==> src/lpd_pkg.sv <==
`default_nettype none

package lpd_pkg;

  // Pointer geometry
  localparam int          LPD_PTR_W       = 17;
  localparam logic [16:0] LPD_PTR_RST     = 17'h0_0000;
  localparam logic [16:0] LPD_PTR_STEP    = 17'h0_0001;
  localparam int          LPD_HI_LSB      = 16;
  localparam int          LPD_MID_LSB     = 8;
  localparam int          LPD_LO_LSB      = 0;

  // Register word indices on the bus (byte address is four times these)
  localparam logic [2:0]  LPD_IDX_PTR_HI  = 3'h0;
  localparam logic [2:0]  LPD_IDX_PTR_MID = 3'h1;
  localparam logic [2:0]  LPD_IDX_PTR_LO  = 3'h2;
  localparam logic [2:0]  LPD_IDX_ADD     = 3'h3;
  localparam logic [2:0]  LPD_IDX_PLAIN   = 3'h4;
  localparam logic [2:0]  LPD_IDX_WORD    = 3'h5;
  localparam logic [2:0]  LPD_IDX_BYTE    = 3'h6;

  // Bus-side reset value, add-port read value and word byte-enable pattern
  localparam logic [31:0] LPD_RDATA_RST   = 32'h0000_0000;
  localparam logic [7:0]  LPD_ADD_RD_VAL  = 8'h00;
  localparam logic [1:0]  LPD_BE_PAIR     = 2'h3;

  typedef enum logic [1:0] {
    LPD_ST_IDLE = 2'b00,
    LPD_ST_MEM  = 2'b01,
    LPD_ST_STEP = 2'b11,
    LPD_ST_DONE = 2'b10
  } lpd_state_t;

endpackage

`default_nettype wire

==> src/lpd_core.sv <==
// The Avalon-MM interface to the registers and the address map are this design's own decisions.
`timescale 1ns/10ps
`default_nettype none

module lpd_core (
  input  wire logic        clk_sys_in,
  input  wire logic        rst_in,
  input  wire logic [2:0]  avs_address_in,
  input  wire logic        avs_read_in,
  input  wire logic        avs_write_in,
  input  wire logic [31:0] avs_writedata_in,
  input  wire logic [3:0]  avs_byteenable_in,
  output logic      [31:0] avs_readdata_out,
  output logic             avs_waitrequest_out,
  output logic      [16:0] flash_addr_out,
  output logic             flash_req_out,
  output logic             flash_we_out,
  output logic      [7:0]  flash_wdata_out,
  input  wire logic        flash_ack_in,
  input  wire logic [7:0]  flash_rdata_in
);
  import lpd_pkg::*;

  lpd_state_t  state_q;
  lpd_state_t  state_d;
  logic        wait_q;
  logic        wait_d;
  logic [31:0] rdata_q;
  logic [31:0] rdata_d;
  logic        req_q;
  logic        req_d;
  logic        we_q;
  logic        we_d;
  logic [16:0] addr_q;
  logic [16:0] addr_d;
  logic [7:0]  wdata_q;
  logic [7:0]  wdata_d;
  logic        post_q;
  logic        post_d;
  logic        pair_q;
  logic        pair_d;
  logic        sel_q;
  logic        sel_d;

  logic [16:0] ptr;
  logic        ld_hi;
  logic        ld_mid;
  logic        ld_lo;
  logic        add_go;
  logic        inc_go;
  logic        bus_req;
  logic        is_window;
  logic        is_post;

  lpd_pointer i_lpd_pointer (
    .clk_sys_in   (clk_sys_in),
    .rst_in       (rst_in),
    .load_hi_in   (ld_hi),
    .load_mid_in  (ld_mid),
    .load_lo_in   (ld_lo),
    .load_byte_in (avs_writedata_in[7:0]),
    .add_in       (add_go),
    .add_byte_in  (avs_writedata_in[7:0]),
    .inc_in       (inc_go),
    .ptr_out      (ptr)
  );

  assign bus_req   = avs_read_in || avs_write_in;
  assign is_post   = (avs_address_in == LPD_IDX_WORD) ||
                     (avs_address_in == LPD_IDX_BYTE);
  assign is_window = is_post || (avs_address_in == LPD_IDX_PLAIN);

  always_comb begin
    state_d = state_q;
    wait_d  = wait_q;
    rdata_d = rdata_q;
    req_d   = req_q;
    we_d    = we_q;
    addr_d  = addr_q;
    wdata_d = wdata_q;
    post_d  = post_q;
    pair_d  = pair_q;
    sel_d   = sel_q;
    ld_hi   = 1'b0;
    ld_mid  = 1'b0;
    ld_lo   = 1'b0;
    add_go  = 1'b0;
    inc_go  = 1'b0;
    case (state_q)
      LPD_ST_IDLE: begin
        if (bus_req && is_window) begin
          // Window access: one flash transfer per byte moved
          req_d   = 1'b1;
          we_d    = avs_write_in;
          addr_d  = ptr;
          wdata_d = avs_writedata_in[7:0];
          post_d  = is_post;
          pair_d  = (avs_address_in == LPD_IDX_WORD) &&
                    (avs_byteenable_in[1:0] == LPD_BE_PAIR);
          sel_d   = 1'b0;
          rdata_d = LPD_RDATA_RST;
          state_d = LPD_ST_MEM;
        end else if (bus_req) begin
          rdata_d = LPD_RDATA_RST;
          // Clear window flags so done-state checks see a register access
          post_d  = 1'b0;
          pair_d  = 1'b0;
          if (avs_read_in) begin
            case (avs_address_in)
              LPD_IDX_PTR_HI:  rdata_d[0] = ptr[LPD_HI_LSB];
              LPD_IDX_PTR_MID: rdata_d[7:0] = ptr[LPD_MID_LSB +: 8];
              LPD_IDX_PTR_LO:  rdata_d[7:0] = ptr[LPD_LO_LSB +: 8];
              LPD_IDX_ADD:     rdata_d[7:0] = LPD_ADD_RD_VAL;
              default:         rdata_d = LPD_RDATA_RST;
            endcase
          end else if (avs_byteenable_in[0]) begin
            ld_hi  = (avs_address_in == LPD_IDX_PTR_HI);
            ld_mid = (avs_address_in == LPD_IDX_PTR_MID);
            ld_lo  = (avs_address_in == LPD_IDX_PTR_LO);
            add_go = (avs_address_in == LPD_IDX_ADD);
          end
          wait_d  = 1'b0;
          state_d = LPD_ST_DONE;
        end
      end
      LPD_ST_MEM: begin
        if (flash_ack_in) begin
          req_d = 1'b0;
          if (!we_q) begin
            if (sel_q) begin
              rdata_d[15:8] = flash_rdata_in;
            end else begin
              rdata_d[7:0] = flash_rdata_in;
            end
          end
          // Advance only once the transfer is acknowledged
          inc_go = post_q;
          if (pair_q && !sel_q) begin
            sel_d   = 1'b1;
            state_d = LPD_ST_STEP;
          end else begin
            wait_d  = 1'b0;
            state_d = LPD_ST_DONE;
          end
        end
      end
      LPD_ST_STEP: begin
        // Second byte of a word: pointer has already moved on
        req_d   = 1'b1;
        addr_d  = ptr;
        wdata_d = avs_writedata_in[15:8];
        state_d = LPD_ST_MEM;
      end
      LPD_ST_DONE: begin
        wait_d  = 1'b1;
        state_d = LPD_ST_IDLE;
      end
      default: begin
        wait_d  = 1'b1;
        req_d   = 1'b0;
        state_d = LPD_ST_IDLE;
      end
    endcase
  end

  always_ff @(posedge clk_sys_in) begin
    if (rst_in) begin
      state_q <= LPD_ST_IDLE;
      wait_q  <= 1'b1;
      rdata_q <= LPD_RDATA_RST;
      req_q   <= 1'b0;
      we_q    <= 1'b0;
      addr_q  <= LPD_PTR_RST;
      wdata_q <= 8'h00;
      post_q  <= 1'b0;
      pair_q  <= 1'b0;
      sel_q   <= 1'b0;
    end else begin
      state_q <= state_d;
      wait_q  <= wait_d;
      rdata_q <= rdata_d;
      req_q   <= req_d;
      we_q    <= we_d;
      addr_q  <= addr_d;
      wdata_q <= wdata_d;
      post_q  <= post_d;
      pair_q  <= pair_d;
      sel_q   <= sel_d;
    end
  end

  assign avs_readdata_out    = rdata_q;
  assign avs_waitrequest_out = wait_q;
  assign flash_addr_out      = addr_q;
  assign flash_req_out       = req_q;
  assign flash_we_out        = we_q;
  assign flash_wdata_out     = wdata_q;

  // Helper: increments seen within the current bus transaction
  logic [1:0]  inc_cnt_q;
  logic [1:0]  inc_cnt_d;

  always_comb begin
    inc_cnt_d = inc_cnt_q;
    if (state_q == LPD_ST_IDLE) begin
      inc_cnt_d = 2'h0;
    end else if (inc_go) begin
      inc_cnt_d = inc_cnt_q + 2'h1;
    end
  end

  always_ff @(posedge clk_sys_in) begin
    if (rst_in) begin
      inc_cnt_q <= 2'h0;
    end else begin
      inc_cnt_q <= inc_cnt_d;
    end
  end

  req_addr_ptr_a: assert property (
    @(posedge clk_sys_in) disable iff (rst_in)
    (req_q && !$past(req_q)) |-> addr_q == ptr)
    else $error("flash address differs from pointer at request");

  inc_after_ack_a: assert property (
    @(posedge clk_sys_in) disable iff (rst_in)
    (state_q == LPD_ST_MEM && req_q && !flash_ack_in) |=> ptr == $past(ptr))
    else $error("pointer moved before transfer completed");

  post_read_data_a: assert property (
    @(posedge clk_sys_in) disable iff (rst_in)
    (state_q == LPD_ST_MEM && flash_ack_in && !we_q && post_q && !sel_q)
      |=> rdata_q[7:0] == $past(flash_rdata_in) &&
          ptr == $past(ptr) + 17'h0_0001)
    else $error("post-increment read returned wrong byte or pointer");

  post_write_data_a: assert property (
    @(posedge clk_sys_in) disable iff (rst_in)
    (req_q && we_q && !sel_q) |-> flash_wdata_out == avs_writedata_in[7:0]
      && flash_we_out)
    else $error("post-increment write carried wrong byte");

  plain_keep_ptr_a: assert property (
    @(posedge clk_sys_in) disable iff (rst_in)
    (state_q == LPD_ST_MEM && flash_ack_in && !post_q) |=> ptr == $past(ptr))
    else $error("plain window access changed pointer");

  plain_write_deliver_a: assert property (
    @(posedge clk_sys_in) disable iff (rst_in)
    (state_q == LPD_ST_IDLE && avs_write_in &&
     avs_address_in == LPD_IDX_PLAIN)
      |=> flash_req_out && flash_we_out && flash_addr_out == $past(ptr))
    else $error("plain window write not delivered at pointer");

  add_byte_sum_a: assert property (
    @(posedge clk_sys_in) disable iff (rst_in)
    (state_q == LPD_ST_IDLE && avs_write_in && avs_byteenable_in[0] &&
     avs_address_in == LPD_IDX_ADD)
      |=> ptr == $past(ptr) + {{9{$past(avs_writedata_in[7])}},
                                $past(avs_writedata_in[7:0])})
    else $error("add-byte write did not add signed value");

  add_byte_zero_a: assert property (
    @(posedge clk_sys_in) disable iff (rst_in)
    (!avs_waitrequest_out && avs_read_in && avs_address_in == LPD_IDX_ADD)
      |-> avs_readdata_out == LPD_RDATA_RST)
    else $error("add-byte port did not read as zero");

  word_two_inc_a: assert property (
    @(posedge clk_sys_in) disable iff (rst_in)
    (state_q == LPD_ST_DONE && pair_q) |-> inc_cnt_q == 2'h2)
    else $error("word access did not advance pointer twice");

  hi_reads_bit_a: assert property (
    @(posedge clk_sys_in) disable iff (rst_in)
    (!avs_waitrequest_out && avs_read_in &&
     avs_address_in == LPD_IDX_PTR_HI) |-> avs_readdata_out[31:1] == 31'h0)
    else $error("pointer high byte shows bits above bit 16");

  done_one_cycle_a: assert property (
    @(posedge clk_sys_in) disable iff (rst_in)
    !avs_waitrequest_out |=> avs_waitrequest_out)
    else $error("waitrequest low for more than one cycle");

  req_hold_a: assert property (
    @(posedge clk_sys_in) disable iff (rst_in)
    (req_q && !flash_ack_in) |=> req_q && $stable(addr_q) &&
      $stable(we_q) && $stable(wdata_q))
    else $error("flash request changed before its ack");

  req_drop_a: assert property (
    @(posedge clk_sys_in) disable iff (rst_in)
    (req_q && flash_ack_in) |=> !req_q)
    else $error("flash request still up after its ack");

  plain_read_data_a: assert property (
    @(posedge clk_sys_in) disable iff (rst_in)
    (state_q == LPD_ST_MEM && flash_ack_in && !we_q && !post_q)
      |=> rdata_q[7:0] == $past(flash_rdata_in))
    else $error("plain window read returned wrong byte");

  plain_write_data_a: assert property (
    @(posedge clk_sys_in) disable iff (rst_in)
    (state_q == LPD_ST_IDLE && avs_write_in &&
     avs_address_in == LPD_IDX_PLAIN)
      |=> flash_wdata_out == $past(avs_writedata_in[7:0]))
    else $error("plain window write carried wrong byte");

  pair_second_addr_a: assert property (
    @(posedge clk_sys_in) disable iff (rst_in)
    (state_q == LPD_ST_STEP)
      |=> flash_req_out && flash_addr_out == ptr &&
          flash_wdata_out == $past(avs_writedata_in[15:8]))
    else $error("second byte of word not at advanced pointer");

  pair_high_lane_a: assert property (
    @(posedge clk_sys_in) disable iff (rst_in)
    (state_q == LPD_ST_MEM && flash_ack_in && !we_q && sel_q)
      |=> rdata_q[15:8] == $past(flash_rdata_in))
    else $error("second byte of word not in upper lane");

  byte_one_inc_a: assert property (
    @(posedge clk_sys_in) disable iff (rst_in)
    (state_q == LPD_ST_DONE && post_q && !pair_q) |-> inc_cnt_q == 2'h1)
    else $error("single byte window access did not advance once");

  plain_no_inc_a: assert property (
    @(posedge clk_sys_in) disable iff (rst_in)
    (state_q == LPD_ST_DONE && !post_q) |-> inc_cnt_q == 2'h0)
    else $error("access without post-increment advanced pointer");

  add_plus_max_a: assert property (
    @(posedge clk_sys_in) disable iff (rst_in)
    (state_q == LPD_ST_IDLE && avs_write_in && avs_byteenable_in[0] &&
     avs_address_in == LPD_IDX_ADD && avs_writedata_in[7:0] == 8'h7f)
      |=> ptr == $past(ptr) + 17'h0_007f)
    else $error("adding 0x7f did not raise the pointer by 127");

  add_minus_one_a: assert property (
    @(posedge clk_sys_in) disable iff (rst_in)
    (state_q == LPD_ST_IDLE && avs_write_in && avs_byteenable_in[0] &&
     avs_address_in == LPD_IDX_ADD && avs_writedata_in[7:0] == 8'hff)
      |=> ptr == $past(ptr) - 17'h0_0001)
    else $error("adding 0xff did not lower the pointer by 1");

  masked_write_a: assert property (
    @(posedge clk_sys_in) disable iff (rst_in)
    (state_q == LPD_ST_IDLE && avs_write_in && !avs_byteenable_in[0] &&
     !avs_address_in[2]) |=> ptr == $past(ptr))
    else $error("register write without byte enable changed pointer");

endmodule

`default_nettype wire

==> src/lpd_pointer.sv <==
`timescale 1ns/10ps
`default_nettype none

module lpd_pointer (
  input  wire logic        clk_sys_in,
  input  wire logic        rst_in,
  input  wire logic        load_hi_in,
  input  wire logic        load_mid_in,
  input  wire logic        load_lo_in,
  input  wire logic [7:0]  load_byte_in,
  input  wire logic        add_in,
  input  wire logic [7:0]  add_byte_in,
  input  wire logic        inc_in,
  output logic      [16:0] ptr_out
);
  import lpd_pkg::*;

  logic [16:0] ptr_q;
  logic [16:0] ptr_d;
  logic [16:0] add_ext;

  // Sign extension lets one adder serve both directions
  assign add_ext = {{9{add_byte_in[7]}}, add_byte_in};

  always_comb begin
    ptr_d = ptr_q;
    if (load_hi_in) begin
      ptr_d[LPD_HI_LSB] = load_byte_in[0];
    end
    if (load_mid_in) begin
      ptr_d[LPD_MID_LSB +: 8] = load_byte_in;
    end
    if (load_lo_in) begin
      ptr_d[LPD_LO_LSB +: 8] = load_byte_in;
    end
    if (add_in) begin
      ptr_d = ptr_q + add_ext;
    end
    if (inc_in) begin
      ptr_d = ptr_q + LPD_PTR_STEP;
    end
  end

  always_ff @(posedge clk_sys_in) begin
    if (rst_in) begin
      ptr_q <= LPD_PTR_RST;
    end else begin
      ptr_q <= ptr_d;
    end
  end

  assign ptr_out = ptr_q;

  wrap_inc_a: assert property (
    @(posedge clk_sys_in) disable iff (rst_in)
    (inc_in && ptr_q == 17'h1_ffff) |=> ptr_q == 17'h0_0000)
    else $error("pointer increment did not wrap to zero");

  add_sign_a: assert property (
    @(posedge clk_sys_in) disable iff (rst_in)
    (add_in && !inc_in && add_byte_in == 8'h80)
      |=> ptr_q == $past(ptr_q) - 17'h0_0080)
    else $error("adding 0x80 did not lower the pointer by 128");

endmodule

`default_nettype wire

==> config.mk <==
export PLATFORM = sky130hd
export DESIGN_NAME = lpd_core
export DESIGN_NICKNAME = d
export VERILOG_FILES = /design/src/lpd_pkg.sv /design/src/lpd_core.sv /design/src/lpd_pointer.sv
export SDC_FILE = /design/constraint.sdc
export NUM_CORES = 1
export LEC_CHECK = 0
export CAP_MARGIN = 40
export CORE_MARGIN = 2
export CORE_UTILIZATION = 40
export DETAILED_ROUTE_END_ITERATION = 10
export DONT_BUFFER_PORTS = 1
export SYNTH_ARGS = -nofsm -noshare
export SYNTH_HDL_FRONTEND = slang
export SYNTH_HIERARCHICAL = 1
export SYNTH_SLANG_ARGS = --single-unit
==> constraint.sdc <==
create_clock -name clk_sys_in -period 6.1 [get_ports clk_sys_in]
set_input_delay 0.61 -clock clk_sys_in [delete_from_list [all_inputs] [get_ports clk_sys_in]]
set_output_delay 0.61 -clock clk_sys_in [all_outputs]
set_load 0.005 [all_outputs]
* Yosys cells after proc, flatten, opt, wreduce, memory -nomap -nowiden
Index checks and enable logic that the tools add are counted.
** Cells by class
- Add/sub/neg operators :: 2
- Reduce and logical (&&, ||, !) cells :: 26
- Muxes and demuxes :: 60
- Eq/ne operators :: 20
** Operators with widths (count)
- two-way mux 32 bit :: 2
- two-way mux 17 bit :: 3
- two-way mux 8 bit :: 6
- two-way mux 1 bit :: 35
- one-hot mux 17 bit (2 select lines) :: 1
- two-way mux 16 bit :: 2
- one-hot mux 16 bit (2 select lines) :: 1
- != test 2 bit (second input constant) :: 9
- adder 17 x 1 -> 17 bit (second input constant) :: 1
- adder 17 bit :: 1
- one-hot mux 8 bit (2 select lines) :: 1
- AND reduction 5 bit :: 3
- nonzero test 3 bit :: 5
- one-hot mux 7 bit (2 select lines) :: 1
- == test 3 bit (second input constant) :: 3
- one-hot mux 1 bit (3 select lines) :: 3
- one-hot mux 2 bit (4 select lines) :: 1
- AND reduction 2 bit :: 4
- == test 2 bit (second input constant) :: 3
- == test 3 x 2 -> 1 bit (second input constant) :: 2
- two-way mux 2 bit :: 3
- nonzero test 2 bit :: 3
- AND reduction 4 bit :: 1
- == test 3 x 1 -> 1 bit (second input constant) :: 1
- other kinds (9) :: 13
** Storage, ports and cells
- Logic and storage cells :: 123
- Output and inout port bits :: 60
- Register bits after elaboration :: 82
- Input bits :: 52

* Depth between registers and ports, before layout
- Word-level depth :: 9
- Mapped depth :: 12

* Cells and area by module
The synthesis kept the hierarchy.
** By module, submodules not included
- lpd_core :: times used 1, cells each 298, area each 2404.8 µm²
- lpd_pointer :: times used 1, cells each 267, area each 1941.9 µm²

* Worst setup path after synthesis
Ideal clock, no wire load.
- Path type :: input -> register
- From :: input avs_writedata_in[0]
- To :: register i_lpd_pointer.ptr_q[14], in the netlist i_lpd_pointer/ptr_out[14]
- Stages on the path :: 9
- Library setup time :: 0.070 ns
- Setup slack :: 3.603 ns
- Buffers on the path :: 0
- Arrival time :: 2.427 ns
- Required time :: 6.030 ns
- Cell sequence :: ha_1 > fa_1 > a21o_1 > a31o_2 > a21o_1 > a221oi_2 > nor2_1 > a21o_1 > a21oi_1
** Between the ends
- Cells in the longest elaborated chain, start to end :: 3
** RTL lines
- start: declaration :: line lpd_core.sv:11 : input wire logic [31:0] avs_writedata_in,
- adder 17 bit :: line lpd_pointer.sv:37 : ptr_d = ptr_q + add_ext;
- two-way mux 17 bit :: line lpd_pointer.sv:36 : if (add_in) begin
- two-way mux 17 bit :: line lpd_pointer.sv:39 : if (inc_in) begin
- end signal: assignment :: line lpd_pointer.sv:48 : ptr_q <= ptr_d;
- end: declaration :: line lpd_pointer.sv:18 : logic [16:0] ptr_q;
Every way passes these cells.
A chain may end at the register's enable or synchronous reset.

* Worst setup path after layout
- From :: register state_q[0]
- To :: register i_lpd_pointer.ptr_q[14], in the netlist i_lpd_pointer/ptr_out[14]
** Between the ends
- Cells in the longest elaborated chain, start to end :: 4
- Elaborated cells on any way between the ends :: 8
- Those cells by class :: 1 x eq/ne; 5 x mux; 2 x reduce/logical
** RTL lines
- start: declaration :: line lpd_core.sv:24 : lpd_state_t state_q;
- start signal: assignment :: line lpd_core.sv:179 : state_q <= state_d;
- logical NOT 2 bit * :: line lpd_core.sv:89 : case (state_q)
- two-way mux 1 bit * :: line lpd_core.sv:89
- named net add_go :: line lpd_core.sv:49 : logic add_go;
- two-way mux 17 bit :: line lpd_pointer.sv:36
- two-way mux 17 bit :: line lpd_pointer.sv:39
Mark *: on every way through the listed nets, which the timed path passes. The rest lies on a longest branch.

==> impl_results.md <==
* Status: complete, no violations
* Crit-path slowest cell: nor2_1
* Multi-input gate area at 2690 µm²
* Die Height at 108 µm
* Commonest non-fill, non-tap cells in the layout: 74 x nand2_1, 68 x a21oi_1, 66 x dfxtp_1
* Fill cells at 1114
* Post-synth EDFFs at 0
* Post-DP Area at 4280 µm²
* Max cap viols at 0
* Hpwl dp at 8.71 mm
* Clock slew seen by the registers of the worst setup and hold paths at 80 ps
* CP max stage delay at 590 ps
* Starting Density at 0.406
* Post-synthesis cell area at 4350 µm²
* Diode count at 0
* Hold crit path type: in -> reg
* CTS tree: done
* Worst-Margin Slew at 811 ps
* Synthesized instance count at 565
* Worst Skew at 10.2 ps
* Via count at 4034
* RD Place Congestion at 0.887
* CTS Sinks at 66
* Worst-case clock buffer depth at 2
* Rel. slew slack at 0.459
* Inserted Clock Buffers at 9
* Post-CTS setup buffers at 0
* Final ANT Viol Nets at 0
* Routed vias/inst at 5.85
* H-tree depth at 3
* # IOs at 112
* Post-synthesis xor/xnor area fraction at 0.0201
* Crit path capture type: register
* Sequential area share after synthesis at 0.304
* Clock latency at the later pin of the worst-skew pair at 350 ps
* Synth cell types at 68
* # rows at 38
* Yosys Warn Count at 6
* Achievable frequency at 364 MHz
* Routed wire length at 12.1 mm
* Fin crit period at 2740 ps
* DRT Pass-1 Iters at 5
* Cell mode on critical path: nor2_1
* RSZ-0062 raised after global routing: no
* Syn-to-layout area delta at 2.53%
* Biggest fanout along the worst timing path at 26
* Core region area at 10700 µm²
* DR WL/cell at 17.6 µm
* Main combinational cell family by area after synthesis: compound AO/OA/AOI/OAI gates
* Via count of the first global-routing pass at 3806
* Share of post-route cells with drive strength above 1 at 0.0710
* Finished Cell Area at 4460 µm²
* CTS Hold Bufs at 0
* Setup Crit Path Kind: reg -> reg
* Post-CTS sizing at 0
* Type of origin of the critical path: register
* Post-Synth Simple-Gate Area at 0.241
* Final setup vio count at 0
* Drt drc at 0
* Async set-reset flop share out of synthesis at 0
* Syn Area/Cell at 7.69 µm²
* Req. time, crit path at 6310 ps
* PortBufs at 0
* Post-route clock period utilization at 0.450
* Setup TNS at 0 ps
* Die width at 108 µm
* Max Slew Vio Count at 0
* Power Total at 953 µW
* NumNets Final at 614
* Max IR drop VDD at 0.127 mV
* GRT Util Overall at 0.212
* Reg area at 1320 µm²
* Mux share of post-synthesis cell area at 0.00720
* Die Area at 11700 µm²
* Compound-cell area share of the yosys netlist at 0.284
* Initial DRC Count at 338
* Clock root buffer: clkbuf_8
* Seq cells post-synth at 66
* Total grt overflow at 0
* Arr. time, crit path at 2960 ps
* Crit path cell chain: nor2_1 -> nand4_1 -> nor2_1 -> buf_4 -> inv_1 -> nor2_1 -> a211oi_1 -> o211ai_1 -> a21oi_1
* Pin count of the biggest net entering global routing at 69
* Leakage at 1.63 nW
* PwrDens at 214 nW/µm²
* Post-Synth Adder-Cell Area at 0.0535
* Final Hold Viols at 0
* Top FF cell, synth: dfxtp_1
* Most common cell after layout, fill and taps aside: nand2_1
* First-pass GRT wire length at 19.4 mm
* Antenna violations before repair at 0
cells by family after synthesis:
| kind of cell | after synthesis |
|---|---|
| fa+ha+maj | 18 |
| buf+inv | 67 |
| xor+xnor | 10 |
| flops | 66 |
| other cells | 1 |
| compound gates | 181 |
| simple gates | 219 |
| mux | 3 |
cell usage after synthesis (2+ instances only):
master	n	area share
buf_2	6	0.0069
a31o_2	2	0.0040
o21ai_1	2	0.0023
nor3_1	11	0.013
nor2_1	49	0.042
nand2_1	74	0.064
and4_1	2	0.0040
or3_1	5	0.0072
o221ai_1	2	0.0040
a21oi_1	68	0.078
a31oi_1	2	0.0029
o21bai_1	3	0.0052
a2111oi_0	2	0.0040
a211o_1	2	0.0040
nand4_1	6	0.0086
o21ai_0	28	0.032
a311oi_1	4	0.0081
xnor2_1	5	0.010
clkbuf_1	17	0.015
o21a_1	3	0.0052
ha_1	17	0.049
nor3b_1	2	0.0035
a21o_1	9	0.016
nand3_1	28	0.032
o211ai_1	4	0.0069
dfxtp_1	66	0.30
inv_1	16	0.014
a41oi_1	2	0.0040
buf_6	7	0.018
a22oi_1	10	0.017
a311oi_2	5	0.017
nor2b_1	8	0.012
buf_4	18	0.031
and3_1	6	0.0086
a32oi_1	2	0.0040
nand3b_1	7	0.012
mux2i_1	2	0.0046
xor2_1	5	0.010
a211oi_1	13	0.022
o22ai_1	4	0.0058
nand2b_1	14	0.020
stage by stage:
stage / hold WS (ps) / cells / utilization / worst slack (ps)
floorplan: 447 / 580 / - / 3600
global placement: 458 / 673 / 0.400 / 3430
detailed placement: 460 / 673 / 0.400 / 3400
CTS: 307 / 689 / 0.417 / 3460
global route: 298 / 689 / 0.417 / 3000
finish: 316 / 689 / 0.417 / 3360
critical path: cells and delay by family, from the launching register on:
kind | cells | cell delay, ps
and+or+nand+nor | 4 | 1240
AOI/OAI and AO/OA | 3 | 330
buffers and inverters | 2 | 430
DFF | 1 | 580
flip-flops by register name, summed over array words and instances, names as in the netlist:
| name | cells |
|---|---|
| flash_we_out | 1 |
| flash_addr_out | 17 |
| avs_readdata_out | 16 |
| flash_wdata_out | 8 |
| pair_q | 1 |
| avs_waitrequest_out | 1 |
| state_q | 2 |
| i_lpd_pointer/ptr_out | 17 |
| flash_req_out | 1 |
| sel_q | 1 |
| post_q | 1 |
power by group:
part | internal (mW) | leakage, nW | switching (mW) | total (mW)
Clock | 0.158 | 0.0882 | 0.180 | 0.338
Combinational | 0.0556 | 1.01 | 0.0808 | 0.136
Sequential | 0.451 | 0.536 | 0.0268 | 0.478
Total | 0.665 | 1.63 | 0.288 | 0.953
routing by layer:
metal,part of all wire,routed length (µm),global-route usage,up-vias
met5,0,0,0,-
met4,0.019,232,0.0769,0
met3,0.082,996,0.0711,22
met2,0.46,5640,0.341,134
met1,0.43,5260,0.263,1913
li1,-,-,-,1965
final timing paths:
check	startpoint	endpoint	slack, ps	depth (start not counted)
worst min register to register	flash_addr_out[2]$_SDFFE_PP0P_	flash_addr_out[2]$_SDFFE_PP0P_	470	2
worst max register to register	state_q[0]$_SDFFE_PP0P_	i_lpd_pointer/ptr_out[14]$_SDFFE_PP0P_	3360	9
worst min-delay path	rst_in	avs_readdata_out[11]$_SDFFE_PP0P_	320	1
worst max-delay path	state_q[0]$_SDFFE_PP0P_	i_lpd_pointer/ptr_out[14]$_SDFFE_PP0P_	3360	9
layout make-up:
| type | instances | share of cell area |
|---|---|---|
| timing repair buffer | 4 | 0.00674 |
| multi-input combinational | 447 | 0.604 |
| clock inverter | 6 | 0.00955 |
| clock buffer | 10 | 0.0309 |
| inverter | 16 | 0.0135 |
| sequential | 66 | 0.296 |
| tap | 140 | 0.0393 |
Power figures use the tool's default switching activity.
